--- src/ads_pkg.sv ---
package ads_pkg;
  // Mode field codes
  localparam logic [1:0] MODE_SLEEP   = 2'h0;
  localparam logic [1:0] MODE_STOP    = 2'h1;
  localparam logic [1:0] MODE_WD_CLR  = 2'h2;
  localparam logic [1:0] MODE_RUN     = 2'h3;
  // Slew select codes
  localparam logic [1:0] SLEW_20K     = 2'h0;
  localparam logic [1:0] SLEW_10K     = 2'h1;
  localparam logic [1:0] SLEW_100K    = 2'h2;
  localparam logic [1:0] SLEW_LP_REQ  = 2'h3;
  // Clock and timing
  localparam int CLK_HZ               = 25000000;
  localparam int WD_PERIOD_MS         = 150;
  localparam int WD_PERIOD_CYC        = WD_PERIOD_MS * (CLK_HZ / 1000);
  localparam int WAKE_MIN_US          = 150;
  localparam int WAKE_MIN_CYC         = WAKE_MIN_US * (CLK_HZ / 1000000);
  localparam int IRQ_PULSE_CYC        = 4;
  localparam int RST_PULSE_CYC        = 16;
  localparam int CNT_W                = 32;
  // Status word bit positions
  localparam int ST_SRC               = 7;
  localparam int ST_LIN               = 6;
  localparam int ST_REGULATOR_OVERTEMP_WARNING_FLAG              = 3;
  localparam int ST_SWITCH_THERMAL_SHUTDOWN_FLAG              = 2;

  // Operating states, one-hot
  typedef enum logic [4:0] {
    ADS_RESET    = 5'h01,
    ADS_NORM_REQ = 5'h02,
    ADS_RUN      = 5'h04,
    ADS_STOP     = 5'h08,
    ADS_SLEEP    = 5'h10
  } ads_mode_e;
endpackage : ads_pkg

--- src/ads_supervisor.sv ---
// Notes on behaviour
// - Regulator overtemp sets warning flag and interrupt
// - Warning flag follows condition while present
// - No regulator warning in sleep or stop
// - Any switch overtemp kills all, flags, interrupts
// - Switch shutdown flag follows condition while present
// - No switch shutdown detection in sleep/stop
// - Switches one/two need enable and PWM high
// - Switch overtemp latches all three switches off
// - Low-power modes force all switches off
// - Switch three needs its enable, ignores PWM
// - Slew from field, reset gives 20k
// - Transmitter enabled only normal and normal-request
// - Bus driver fault shuts transmitter, sets flag
// - Pull-up disconnect bit applies in low power
// - Transmit low drives bus dominant
// - Undriven transmit input reads recessive high
// - Receive output mirrors bus level
// - Low power keeps receiver, disables transmitter
// - Stop wake: long dominant, edge, interrupt
// - Sleep wake: long dominant, edge, reset
// - Watchdog clear outside open window resets
// - First clear unwindowed; grounded pin disables
// - Mode field: sleep, stop, clear, run
// - Slew field: 20k, 10k, 100k, low-power
// - Events pulse interrupt; source bit read-once
module ads_supervisor
  import ads_pkg::*;
#(
  parameter int WD_CYC   = ads_pkg::WD_PERIOD_CYC,
  parameter int WAKE_CYC = ads_pkg::WAKE_MIN_CYC
) (
  input  wire logic       mclk,
  input  wire logic       rst,
  input  wire logic [1:0] operating_mode_field,
  input  wire logic [1:0] bus_slew_select_field,
  input  wire logic       bus_pullup_disconnect_bit,
  input  wire logic       switch_one_enable_bit,
  input  wire logic       switch_two_enable_bit,
  input  wire logic       switch_three_enable_bit,
  input  wire logic       ctrl_write,
  input  wire logic       status_read,
  input  wire logic       pwm_gate_input,
  input  wire logic       txd_in,
  input  wire logic       txd_driven,
  input  wire logic       bus_level_in,
  input  wire logic       reg_overtemp_in,
  input  wire logic       switch_overtemp_in,
  input  wire logic       bus_driver_fault_in,
  input  wire logic       watchdog_period_config_pin,
  output logic            switch_output_one,
  output logic            switch_output_two,
  output logic            switch_output_three,
  output logic [1:0]      bus_slew_rate,
  output logic            bus_tx_enable,
  output logic            bus_drive_low,
  output logic            bus_pullup_connect,
  output logic            bus_current_source_on,
  output logic            rxd_out,
  output logic            irq_n,
  output logic            rst_out_n,
  output logic [7:0]      status_word,
  output logic            regulator_overtemp_warning_flag,
  output logic            switch_thermal_shutdown_flag,
  output logic            bus_driver_fault_flag,
  output logic            bus_wake_flag,
  output logic            irq_source_valid_bit
);
  import ads_pkg::*;

  // Pin inputs are asynchronous; analog faults too
  localparam int NS = 8;
  logic [NS-1:0] sync_q;
  logic          pwm_s, txd_s, txdrv_s, bus_s, vt_s, ht_s, lf_s, wdc_s;
  logic          txd_n_s, bus_n_s;

  ads_sync #(.W(NS)) u_sync (
    .mclk (mclk),
    .rst  (rst),
    .din  ({pwm_gate_input, ~txd_in, txd_driven, ~bus_level_in,
            reg_overtemp_in, switch_overtemp_in, bus_driver_fault_in,
            watchdog_period_config_pin}),
    .dout (sync_q)
  );
  assign {pwm_s, txd_n_s, txdrv_s, bus_n_s, vt_s, ht_s, lf_s, wdc_s} = sync_q;
  // Idle-high pins cross inverted, so reset reads recessive, no false edge
  assign txd_s = !txd_n_s;
  assign bus_s = !bus_n_s;

  typedef struct packed {
    ads_mode_e            mode;
    logic [CNT_W-1:0]     wd_cnt;
    logic                 wd_open;
    logic [CNT_W-1:0]     dom_cnt;
    logic                 dom_long;
    logic [7:0]           irq_cnt;
    logic [7:0]           rst_cnt;
    logic [1:0]           lp_cnt;
    logic                 vt_q, ht_q, lf_q;
    logic                 hs_latch;
    logic                 hs1, hs2, hs3;
    logic [1:0]           slew;
    logic                 pu_disc;
    logic                 txen, drive_low, rxd;
    logic                 cs_on, pu_con;
    logic                 vflag, hflag, lflag, wflag;
    logic                 src;
    logic [6:0]           src_bits;
    logic                 irq_n, rst_n;
    logic [7:0]           stat;
  } ads_state_s;

  ads_state_s st, next_st;

  // Half window boundary for the closed/open split
  function automatic logic [CNT_W-1:0] half_of(input int v);
    half_of = CNT_W'(v / 2);
  endfunction

  function automatic logic low_power(input ads_mode_e m);
    low_power = (m == ADS_STOP) || (m == ADS_SLEEP);
  endfunction

  logic lp, wd_on, clr_req, lp_req, ev, rise, fault_evt;
  logic tx_level;

  always_comb
  begin
    next_st   = st;
    lp        = low_power(st.mode);
    wd_on     = wdc_s;
    clr_req   = ctrl_write && (operating_mode_field == MODE_WD_CLR);
    lp_req    = ctrl_write && (bus_slew_select_field == SLEW_LP_REQ)
                && !operating_mode_field[1];
    ev        = 1'b0;
    fault_evt = 1'b0;
    rise      = bus_s && !st.rxd;
    // Undriven input reads as recessive
    tx_level  = txdrv_s ? txd_s : 1'b1;

    // Mode control; reset state leaves after the pulse
    case (st.mode)
      ADS_RESET:    if (st.rst_cnt == 8'h00) next_st.mode = ADS_NORM_REQ;
      ADS_NORM_REQ, ADS_RUN:
      begin
        if (ctrl_write && operating_mode_field == MODE_RUN && st.mode == ADS_RUN)
          next_st.mode = ADS_RUN;
        // Low-power needs two low-power requests in a row against noise
        if (lp_req)
        begin
          next_st.lp_cnt = st.lp_cnt + 2'h1;
          if (st.lp_cnt != 2'h0)
            next_st.mode = (operating_mode_field == MODE_SLEEP) ? ADS_SLEEP
                                                                : ADS_STOP;
        end
        else if (ctrl_write)
          next_st.lp_cnt = 2'h0;
      end
      ADS_STOP, ADS_SLEEP: next_st.lp_cnt = 2'h0;
      default:      next_st.mode = ADS_RESET;
    endcase

    // Window watchdog: closed half then open half
    if (st.mode == ADS_NORM_REQ || st.mode == ADS_RUN)
    begin
      next_st.wd_cnt = st.wd_cnt + CNT_W'(1);
      if (st.mode == ADS_RUN && st.wd_cnt >= half_of(WD_CYC))
        next_st.wd_open = 1'b1;
      if (wd_on && clr_req)
      begin
        if (st.mode == ADS_NORM_REQ || st.wd_open)
        begin
          next_st.mode    = ADS_RUN;
          next_st.wd_cnt  = '0;
          next_st.wd_open = 1'b0;
        end
        else
          next_st.mode = ADS_RESET;
      end
      else if (wd_on && st.wd_cnt >= CNT_W'(WD_CYC - 1))
        next_st.mode = ADS_RESET;
      else if (!wd_on && clr_req)
        next_st.mode = ADS_RUN;
    end
    else
    begin
      next_st.wd_cnt  = '0;
      next_st.wd_open = 1'b0;
    end

    // Thermal faults masked in low power; driver fault is not
    next_st.vt_q  = vt_s && !lp;
    next_st.ht_q  = ht_s && !lp;
    next_st.lf_q  = lf_s;
    next_st.vflag = vt_s && !lp;
    next_st.hflag = ht_s && !lp;
    next_st.lflag = lf_s;
    if (next_st.vt_q && !st.vt_q)
      fault_evt = 1'b1;
    if (next_st.ht_q && !st.ht_q)
    begin
      fault_evt        = 1'b1;
      next_st.hs_latch = 1'b1;
    end
    if (lf_s && !st.lf_q)
      fault_evt = 1'b1;
    // Latch released by a control write once overtemp clears, or by reset
    if (ctrl_write && !ht_s)
      next_st.hs_latch = 1'b0;

    // Switch gating
    next_st.hs1 = switch_one_enable_bit && pwm_s && !st.hs_latch && !ht_s && !lp;
    next_st.hs2 = switch_two_enable_bit && pwm_s && !st.hs_latch && !ht_s && !lp;
    next_st.hs3 = switch_three_enable_bit && !st.hs_latch && !ht_s && !lp;

    // Bus physical layer
    if (ctrl_write && bus_slew_select_field != SLEW_LP_REQ)
      next_st.slew = bus_slew_select_field;
    if (ctrl_write)
      next_st.pu_disc = bus_pullup_disconnect_bit;
    // Next mode, so the driver drops on the same edge as reset or stop entry
    next_st.txen      = (next_st.mode == ADS_NORM_REQ || next_st.mode == ADS_RUN) && !lf_s;
    next_st.drive_low = next_st.txen && !tx_level;
    next_st.rxd       = bus_s;

    // Wake detector: long dominant then rising edge
    if (!bus_s)
    begin
      if (st.dom_cnt >= CNT_W'(WAKE_CYC - 1))
        next_st.dom_long = 1'b1;
      else
        next_st.dom_cnt = st.dom_cnt + CNT_W'(1);
    end
    else
    begin
      next_st.dom_cnt  = '0;
      next_st.dom_long = 1'b0;
    end
    if (lp && rise && st.dom_long)
    begin
      next_st.wflag = 1'b1;
      if (st.mode == ADS_STOP)
      begin
        ev           = 1'b1;
        next_st.mode = ADS_RUN;
      end
      else
        next_st.mode = ADS_RESET;
    end

    // Interrupt pulse and read-once source
    if (fault_evt || ev)
    begin
      next_st.irq_cnt  = 8'(IRQ_PULSE_CYC);
      next_st.src      = 1'b1;
      next_st.src_bits = {ev | next_st.lflag, 2'h0, next_st.vflag, next_st.hflag, 2'h0};
    end
    else if (st.irq_cnt != 8'h00)
      next_st.irq_cnt = st.irq_cnt - 8'h01;
    next_st.irq_n = (next_st.irq_cnt == 8'h00);

    // Status word latched for a read; source shown once
    next_st.stat = {1'b0, st.lflag | st.wflag, 2'h0, st.vflag, st.hflag, 2'h0};
    if (st.src)
      next_st.stat = {1'b1, st.src_bits};
    next_st.stat[ST_REGULATOR_OVERTEMP_WARNING_FLAG] = st.vflag | (st.src & st.src_bits[ST_REGULATOR_OVERTEMP_WARNING_FLAG]);
    if (status_read)
    begin
      if (!(fault_evt || ev))
        next_st.src = 1'b0;
      // Wake set wins over a read in the same cycle
      if (!(lp && rise && st.dom_long))
        next_st.wflag = 1'b0;
    end

    // Device reset pulse
    if (next_st.mode == ADS_RESET && st.mode != ADS_RESET)
      next_st.rst_cnt = 8'(RST_PULSE_CYC);
    else if (st.rst_cnt != 8'h00)
      next_st.rst_cnt = st.rst_cnt - 8'h01;
    next_st.rst_n = (next_st.mode != ADS_RESET) && (next_st.mode != ADS_SLEEP);
    if (next_st.mode == ADS_RESET)
    begin
      next_st.hs_latch = 1'b0;
      next_st.slew     = SLEW_20K;
    end

    // Pull-up swap registered so both pins come from flops
    next_st.cs_on  = next_st.pu_disc && low_power(next_st.mode);
    next_st.pu_con = !next_st.cs_on;
  end

  // State register
  always_ff @(posedge mclk or posedge rst)
  begin
    if (rst)
    begin
      st          <= '0;
      st.mode     <= ADS_RESET;
      st.rst_cnt  <= 8'(RST_PULSE_CYC);
      st.slew     <= SLEW_20K;
      st.irq_n    <= 1'b1;
      st.rxd      <= 1'b1;
      st.pu_con   <= 1'b1;
    end
    else
      st <= next_st;
  end

  // Outputs straight from flops
  assign switch_output_one               = st.hs1;
  assign switch_output_two               = st.hs2;
  assign switch_output_three             = st.hs3;
  assign bus_slew_rate                   = st.slew;
  assign bus_tx_enable                   = st.txen;
  assign bus_drive_low                   = st.drive_low;
  assign bus_current_source_on           = st.cs_on;
  assign bus_pullup_connect              = st.pu_con;
  assign rxd_out                         = st.rxd;
  assign irq_n                           = st.irq_n;
  assign rst_out_n                       = st.rst_n;
  assign status_word                     = st.stat;
  assign regulator_overtemp_warning_flag = st.vflag;
  assign switch_thermal_shutdown_flag    = st.hflag;
  assign bus_driver_fault_flag           = st.lflag;
  assign bus_wake_flag                   = st.wflag;
  assign irq_source_valid_bit            = st.src;
endmodule // ads_supervisor

--- src/ads_sync.sv ---
// Two-flop synchroniser bank for asynchronous analog indications
module ads_sync #(
  parameter int W = 4
) (
  input  wire logic         mclk,
  input  wire logic         rst,
  input  wire logic [W-1:0] din,
  output logic [W-1:0]      dout
);
  typedef struct packed {
    logic [W-1:0] meta;
    logic [W-1:0] q;
  } ads_sync_s;

  ads_sync_s st, next_st;

  // First stage feeds only the second
  always_comb
  begin
    next_st      = st;
    next_st.meta = din;
    next_st.q    = st.meta;
  end

  // Resets to zero; callers invert idle-high pins
  always_ff @(posedge mclk or posedge rst)
  begin
    if (rst)
      st <= '0;
    else
      st <= next_st;
  end

  assign dout = st.q;
endmodule // ads_sync

--- config.mk ---
export PLATFORM = sky130hd
export DESIGN_NAME = ads_supervisor
export DESIGN_NICKNAME = d
export VERILOG_FILES = /design/src/ads_pkg.sv /design/src/ads_supervisor.sv /design/src/ads_sync.sv
export SDC_FILE = /design/constraint.sdc
export NUM_CORES = 1
export LEC_CHECK = 0
export ABC_AREA = 0
export ABC_CLOCK_PERIOD_IN_PS = 10590
export BUFFER_PORTS_ARGS = -buffer_cell sky130_fd_sc_hd__buf_4
export CAP_MARGIN = 20
export CORE_MARGIN = 2
export CORE_UTILIZATION = 50
export CTS_BUF_LIST = sky130_fd_sc_hd__clkbuf_8
export CTS_CLUSTER_DIAMETER = 30
export DETAILED_ROUTE_END_ITERATION = 6
export PLACE_DENSITY = 0.69
export SYNTH_ARGS = -nofsm -noshare
export SYNTH_HDL_FRONTEND = slang
export SYNTH_SLANG_ARGS = --single-unit
--- constraint.sdc ---
create_clock -name mclk -period 10.59 [get_ports mclk]
set_input_delay 0.5295 -clock mclk [delete_from_list [all_inputs] [get_ports mclk]]
set_output_delay 0.5295 -clock mclk [all_outputs]
set_load 0.005 [all_outputs]
==> impl_metrics.ini, run 1 <==
[timing]
layout_worst_path_cycle_share = 0.244
maxSlewViolCount = 0
setup_violating_endpoint_count_in_the_final_report = 0
unrepaired_setup_endpoints_after_global_routing = no
worst_slew_pin_slew_ns = 0.865
timing.fmax_mhz = 387
finalHoldWorstSlack_ns = 0.190
report.final.hold_viol_count = 0
finalWorstPathRequiredPeriod_ns = 2.58
clock_skew_ns = 0.00980
fin_setup_tns_ns = 0
timing.max_slew.rel_slack = 0.423

[global_routing]
gr-max-usage-layer = met2
grt_pass1_wl_um = 19100
grt_antenna_before_repair = 0
grt_remaining_overflow = 0
pin_count_of_the_biggest_net_entering_global_routing = 72
grtUsageMet2 = 0.293
grtUsageMet1 = 0.249
number_of_global_route_vias_before_repair = 4084
global_route.usage.total = 0.186
grt.met3_usage = 0.0471

[worst_setup_path]
critPathArrivalTime_ns = 2.94
cp_class = reg -> reg
critical_path_required_ns = 10.95
kind_of_end_point_of_the_critical_path = flop
critical_path.max_stage_delay_ns = 0.60
crit_slowest_cell = sky130_fd_sc_hd__or4_1
worstPathMaxFanout = 11
worstPathCellList = inv_1, ha_1, nand2b_4, a211o_1, a211oi_2, o21ai_1, or4_1, a21oi_1
cp-start-kind = flop

[clock_tree]
cts_max_path_buffers = 2
clock_slew_at_reported_path_ffs_ns = 0.08
post_cts_resize_count = 0
cts_hold_buf = 0
clock-root-buffer = sky130_fd_sc_hd__clkbuf_8
number_of_buffers_added_by_the_clock_tree_synthesis_step = 17
tritoncts = built
cts.repair_timing.setup_buffer_count = 0
htree_num_levels = 4
clock_net_sink_count = 131
clock_latency_ns = 0.44

[pwr]
pwr_density_cell_nw_per_um2 = 185
max-vdd-ir-drop_v = 0.0000972
power.combinational.fraction = 0.161
cellInternalPower_mw = 0.895
leakagePower_nw = 2.96
share_clk_of_total_power = 0.369
switchingPower_mw = 0.359
switching_share = 0.286
fin_total_pwr_mw = 1.25
share_seq_of_total_power = 0.471

[yosys]
mappedNetlistArea_um2 = 5970
synth_adder_area_share = 0.0189
synth_compound_area_frac = 0.0899
syn-instance-count = 578
avgSynthCellArea_um2 = 10.3
synth.yosys.warnings = 0
yosys_register_bits = 131
synth-async-reset-ratio = 1.00
synth.lib_cells_used.distinct = 64
number_of_enable_flip_flop_cells_after_synthesis = 0
post_synth_and_or_nand_nor_area_fraction = 0.224
synthFlopType = sky130_fd_sc_hd__dfrtp_1
post_synth_xor_area_fraction = 0.0631
synth.yosys.seq_area_share = 0.550
muxShareOfSynthArea = 0.00901
synth_top_family_by_area = simple AND/OR/NAND/NOR gates

[floorplanning]
initial_core_util = 0.518
design.die.area_um2 = 12800
placeableCoreArea_um2 = 11500
total_number_of_placement_rows = 39
floorplan.io_pins = 45
die_h_um = 113
die-width_um = 113

[run_status]
run_status = finished, violations left
violations = design-rule violations

[flow_run]
max_cap_violations = 0

[place]
hpwlAfterDp_um = 7660
postPlaceCellArea_um2 = 6330
place.port_buffers = 40
numPlacedInstances = 740
globalplace.congestion = 0.871

[min_path]
hold_path_class = in -> reg

[route]
detailroute.via_count = 4153
detail_route.vias_per_cell = 5.38
remaining_drc_errors = 6
first_iter_violations = 273
routed_wl_um = 11000
firstDrtPassIters = 6
drt.antenna.violating_nets = 0
routedWlPerCell_um = 14.3

[cells_and_area]
final_cell_area_um2 = 6770
area_delta_synth_final_pct = 13.5
layout.nets = 645
commonest_cells_after_routing_fill_and_taps_aside = sky130_fd_sc_hd__dfrtp_1, sky130_fd_sc_hd__nor2_1, sky130_fd_sc_hd__buf_4
mostFrequentLayoutCell = sky130_fd_sc_hd__dfrtp_1
stdcell_count = 772
fraction_of_layout_cells_with_a_size_suffix_above_1 = 0.157
num_antenna_cells = 0
==> power groups by stage <==
stage | clock [mW] | combinational, mW | sequential [mW]
after CTS | 0.475 | 0.202 | 0.590
after global placement | 0 | 0.194 | 0.597
after floorplan | 0 | 0.162 | 0.584
final | 0.462 | 0.201 | 0.590
after detailed placement | 0 | 0.201 | 0.599
after global routing | 0.494 | 0.228 | 0.597
==> cell families (layout without fill, tap and decap cells) <==
logic type | count (synthesis) | after routing
mux | 5 | 5
simple gates | 253 | 253
other cells | 1 | 4
buf+inv | 58 | 106
flops | 131 | 131
fa+ha+maj | 9 | 9
xor+xnor | 43 | 43
compound gates | 78 | 78
==> synth_stat cells (10+ instances only) <==
cell,number,share of area
sky130_fd_sc_hd__nor4_1,10,0.010
sky130_fd_sc_hd__clkbuf_1,13,0.0082
sky130_fd_sc_hd__nand3_1,21,0.018
sky130_fd_sc_hd__nand2b_1,12,0.013
sky130_fd_sc_hd__a21oi_1,19,0.016
sky130_fd_sc_hd__or4_1,10,0.013
sky130_fd_sc_hd__and2_1,22,0.023
sky130_fd_sc_hd__nor2_1,82,0.052
sky130_fd_sc_hd__xor2_1,20,0.029
sky130_fd_sc_hd__xnor2_1,23,0.034
sky130_fd_sc_hd__o21ai_0,12,0.010
sky130_fd_sc_hd__buf_4,10,0.013
sky130_fd_sc_hd__dfrtp_1,126,0.53
sky130_fd_sc_hd__nand4_1,13,0.014
sky130_fd_sc_hd__inv_1,31,0.019
sky130_fd_sc_hd__nand2_1,24,0.015
sky130_fd_sc_hd__nor3_1,17,0.014
==> flip-flops by register name (all words and copies together), names as in the netlist, 2 cells and up <==
| register | count |
|---|---|
| st | 94 |
| u_sync.next_st | 8 |
| u_sync.dout | 8 |
| bus_slew_rate | 2 |
| status_word | 4 |
==> routing by layer <==
layer	vias to the layer above	wire length (um)
met3	12	352
met4	0	146
met1	2029	5340
met2	61	5190
met5	-	0
li1	2051	-
==> per-stage QoR <==
| stage | worst slack [ns] | utilization |
|---|---|---|
| after global placement | 8.18 | 0.550 |
| final | 8.01 | 0.588 |
| after floorplan | 6.57 | - |
| after CTS | 8.01 | 0.588 |
| after global routing | 7.91 | 0.588 |
| after detailed placement | 8.01 | 0.550 |
==> final cells by class <==
type                       instances  area [um^2]
inverter                          32          123
sequential                       131         3280
tap                              143          179
multi-input combinational        392         2430
clock inverter                    15          205
fill                            1005         4740
timing repair buffer              42          315
clock buffer                      17          234
==> final timing paths <==
| kind | start | depth (start not counted) | endpoint | slack [ns] |
|---|---|---|---|---|
| max | st[56] | 8 | st[64] | 8.01 |
| max in group asynchronous | rst | 3 | st[53] | 9.02 |
| min in group asynchronous | rst | 2 | st[61] | 0.20 |
| min | reg_overtemp_in | 1 | u_sync.next_st[3] | 0.19 |
| min reg2reg | u_sync.next_st[0] | 0 | u_sync.dout[0] | 0.35 |
| max reg2reg | st[56] | 8 | st[64] | 8.01 |
==> worst max-delay path: cells and delay by family, from the launching register on <==
| family | cells | cell delay (ns) |
|---|---|---|
| flip-flops | 1 | 0.43 |
| buffers and inverters | 1 | 0.13 |
| AO/OA/AOI/OAI | 4 | 1.07 |
| adder cells (fa/ha/maj) | 1 | 0.22 |
| AND/OR/NAND/NOR | 2 | 0.66 |
Note: power is estimated with default switching activity, not from simulation.
==> run 2, diff against run 1 <==
--- a/config.mk
+++ b/config.mk
@@ -5,8 +5,8 @@
 export SDC_FILE = /design/constraint.sdc
 export NUM_CORES = 1
 export LEC_CHECK = 0
-export ABC_AREA = 0
-export ABC_CLOCK_PERIOD_IN_PS = 10590
+export ABC_AREA = 1
+export ABC_CLOCK_PERIOD_IN_PS = 2400
 export BUFFER_PORTS_ARGS = -buffer_cell sky130_fd_sc_hd__buf_4
 export CAP_MARGIN = 20
 export CORE_MARGIN = 2
==> constraint.sdc (replaced) <==
create_clock -name mclk -period 2.4 [get_ports mclk]
set_input_delay 0.12 -clock mclk [delete_from_list [all_inputs] [get_ports mclk]]
set_output_delay 0.12 -clock mclk [all_outputs]
set_load 0.005 [all_outputs]
==> impl_metrics.ini, run 2 <==
[timing]
unrepaired_setup_endpoints_after_global_routing = no
layout_worst_path_cycle_share = 0.862
finalWorstPathRequiredPeriod_ns = 2.07
report.final.hold_viol_count = 0
setup_violating_endpoint_count_in_the_final_report = 0
timing.fmax_mhz = 484
fin_setup_tns_ns = 0
postLayoutSetupSlackWorst_ns = 0.332
clock_skew_ns = 0.0104
maxSlewViolCount = 0

[pwr]
max-vdd-ir-drop_v = 0.000422
leakagePower_nw = 3.62
pwr_density_cell_nw_per_um2 = 733

[yosys]
synth-async-reset-ratio = 1.00
netlist_top_cells_count = sky130_fd_sc_hd__nand2_1, sky130_fd_sc_hd__dfrtp_1, sky130_fd_sc_hd__inv_1
post_synthesis_cell_type_with_the_largest_combined_area = sky130_fd_sc_hd__dfrtp_1
synth.most_common_cell = sky130_fd_sc_hd__nand2_1
synth.lib_cells_used.distinct = 46
synth.top_cell.area_share = 0.503
synthFlopType = sky130_fd_sc_hd__dfrtp_1
avgSynthCellArea_um2 = 8.41
yosys_register_bits = 131
synth.yosys.seq_area_share = 0.524
number_of_enable_flip_flop_cells_after_synthesis = 0
mappedNetlistArea_um2 = 6270
yosys-top-cells-area = sky130_fd_sc_hd__dfrtp_1, sky130_fd_sc_hd__nand2_1, sky130_fd_sc_hd__inv_1, sky130_fd_sc_hd__nor2_1, sky130_fd_sc_hd__o21ai_0
syn-instance-count = 745
synth.yosys.warnings = 0

[global_routing]
number_of_global_route_vias_before_repair = 4869
pin_count_of_the_biggest_net_entering_global_routing = 80
grt_antenna_before_repair = 0
grt_remaining_overflow = 0
grt_pass1_wl_um = 21900
global_route.usage.total = 0.207

[worst_setup_path]
cp-start-kind = flop
worstPathCellList = nor2_2, nand3_1, nand2_4, nor2_2, nand2_2, nand2_2, nor3_4, inv_2, nor2_2, nor2_1, nand2_1, nor2_1
kind_of_end_point_of_the_critical_path = flop
worstPathMaxFanout = 8
crit_path_frequent_cell = sky130_fd_sc_hd__nor2_2
critical_path_required_ns = 2.79
critical_path.max_stage_delay_ns = 0.46
cpLargestDelayFamily = simple AND/OR/NAND/NOR gates
cp_num_buf_inv = 1
critPathArrivalTime_ns = 2.45
cp_class = reg -> reg
crit_slowest_cell = sky130_fd_sc_hd__dfrtp_1

[route]
firstDrtPassIters = 5
remaining_drc_errors = 0
routed_wl_um = 12600
first_iter_violations = 380
detail_route.vias_per_cell = 5.00
drt.antenna.violating_nets = 0
detailroute.via_count = 4967
routedWlPerCell_um = 12.7

[clock_tree]
clock_latency_ns = 0.45
clock-root-buffer = sky130_fd_sc_hd__clkbuf_8
clock_slew_at_reported_path_ffs_ns = 0.08
htree_num_levels = 4
cts_hold_buf = 17
number_of_buffers_added_by_the_clock_tree_synthesis_step = 17
clock_net_sink_count = 131
cts_max_path_buffers = 2
tritoncts = built
cts.repair_timing.setup_buffer_count = 0
post_cts_resize_count = 0

[place]
hpwlAfterDp_um = 8940
preCtsSetupSlack_ns = 0.343
place.port_buffers = 40
globalplace.congestion = 0.881

[floorplanning]
initial_core_util = 0.517
die_h_um = 116
design.die.area_um2 = 13400
placeableCoreArea_um2 = 12100
floorplan.io_pins = 45
die-width_um = 116
total_number_of_placement_rows = 40

[cells_and_area]
num_antenna_cells = 0
mostFrequentLayoutCell = sky130_fd_sc_hd__nand2_1
commonest_cells_after_routing_fill_and_taps_aside = sky130_fd_sc_hd__nand2_1, sky130_fd_sc_hd__inv_1, sky130_fd_sc_hd__dfrtp_1
layout.nets = 841
top_register = st
fraction_of_layout_cells_with_a_size_suffix_above_1 = 0.142
area_delta_synth_final_pct = 16.5
num-fill-cells = 1064
max_reg_flops = 94

[flow_run]
max_cap_violations = 0

[run_status]
run_status = complete, no violations

[min_path]
hold_path_class = in -> reg
run 2: changes by cell type after synthesis, sizes merged, moves of 10 or more:
cell / previous run / this run
or4: 10 / 0
nor2: 82 / 109
nor3: 18 / 34
nand2b: 13 / 0
o21ai: 16 / 38
nand2: 24 / 137
xnor2: 23 / 4
clkbuf: 13 / 3
inv: 32 / 133
nand3: 21 / 36
and2: 22 / 1
run 2: cells by family (layout without fill, tap and decap cells):
kind of cell | count (synthesis) | in the layout | share of synthesized area
adders and majority gates | 9 | 9 | 0.0180
other | 1 | 4 | 0.000598
buffers and inverters | 150 | 227 | 0.0974
and+or+nand+nor | 348 | 348 | 0.255
xor gates and xnor gates | 22 | 22 | 0.0307
DFF | 131 | 131 | 0.524
AOI/OAI and AO/OA | 84 | 84 | 0.0743
run 2: per-layer routing:
metal | share of wire | GRT usage | up-vias
li1 | - | - | 2477
met1 | 0.45 | 0.266 | 2360
met2 | 0.48 | 0.340 | 105
met3 | 0.046 | 0.0544 | 25
met4 | 0.018 | 0.0770 | 0
met5 | 0 | 0 | -
run 2: report_power, final:
group	switching, mW	total (mW)	internal (mW)
clock network	0.863	1.80	0.941
logic	0.602	1.01	0.407
registers	0.134	2.54	2.40
run 2: area by class of cell:
cell class	count	area (um^2)	share of cell area
Timing Repair Buffer	61	526	0.0720
Clock buffer	18	248	0.0339
Multi-Input combinational cell	467	2380	0.326
Inverter	134	507	0.0694
Tap cell	168	210	0.0288
Sequential cell	131	3280	0.450
Clock inverter	14	143	0.0195
run 2: final timing paths:
path / from / cells after the start / slack, ns / end
max: st[124] / 12 / 0.33 / irq_n
min: operating_mode_field[1] / 4 / 0.08 / st[38]
max reg2reg: st[124] / 12 / 0.33 / irq_n
min reg2reg: u_sync.next_st[2] / 0 / 0.35 / u_sync.dout[2]
max in group asynchronous: rst / 4 / 1.64 / st[121]
min in group asynchronous: rst / 3 / 0.13 / u_sync.next_st[4]
run 2: worst reg2reg max path: stages (launching register included):
cell	delay (ns)
sky130_fd_sc_hd__dfrtp_1	0.46
sky130_fd_sc_hd__nor2_2	0.18
sky130_fd_sc_hd__nand3_1	0.16
sky130_fd_sc_hd__nand2_4	0.17
sky130_fd_sc_hd__nor2_2	0.07
sky130_fd_sc_hd__nand2_2	0.08
sky130_fd_sc_hd__nand2_2	0.07
sky130_fd_sc_hd__nor3_4	0.34
sky130_fd_sc_hd__inv_2	0.16
sky130_fd_sc_hd__nor2_2	0.15
sky130_fd_sc_hd__nor2_1	0.07
sky130_fd_sc_hd__nand2_1	0.06
sky130_fd_sc_hd__nor2_1	0.04
run 2: metrics by stage:
stage / std cells / power, mW / hold slack (ns) / cell area (um^2) / util
3_5_place_dp: 944 / 3.56 / 0.0338 / 6740 / 0.557
2_1_floorplan: 748 / 3.33 / 0.151 / 6280 / -
5_1_grt: 993 / 5.68 / 0.0819 / 7300 / 0.603
6_report: 993 / 5.35 / 0.0760 / 7300 / 0.603
3_3_place_gp: 944 / 3.51 / 0.0300 / 6740 / 0.557
4_1_cts: 993 / 5.41 / 0.0494 / 7300 / 0.603
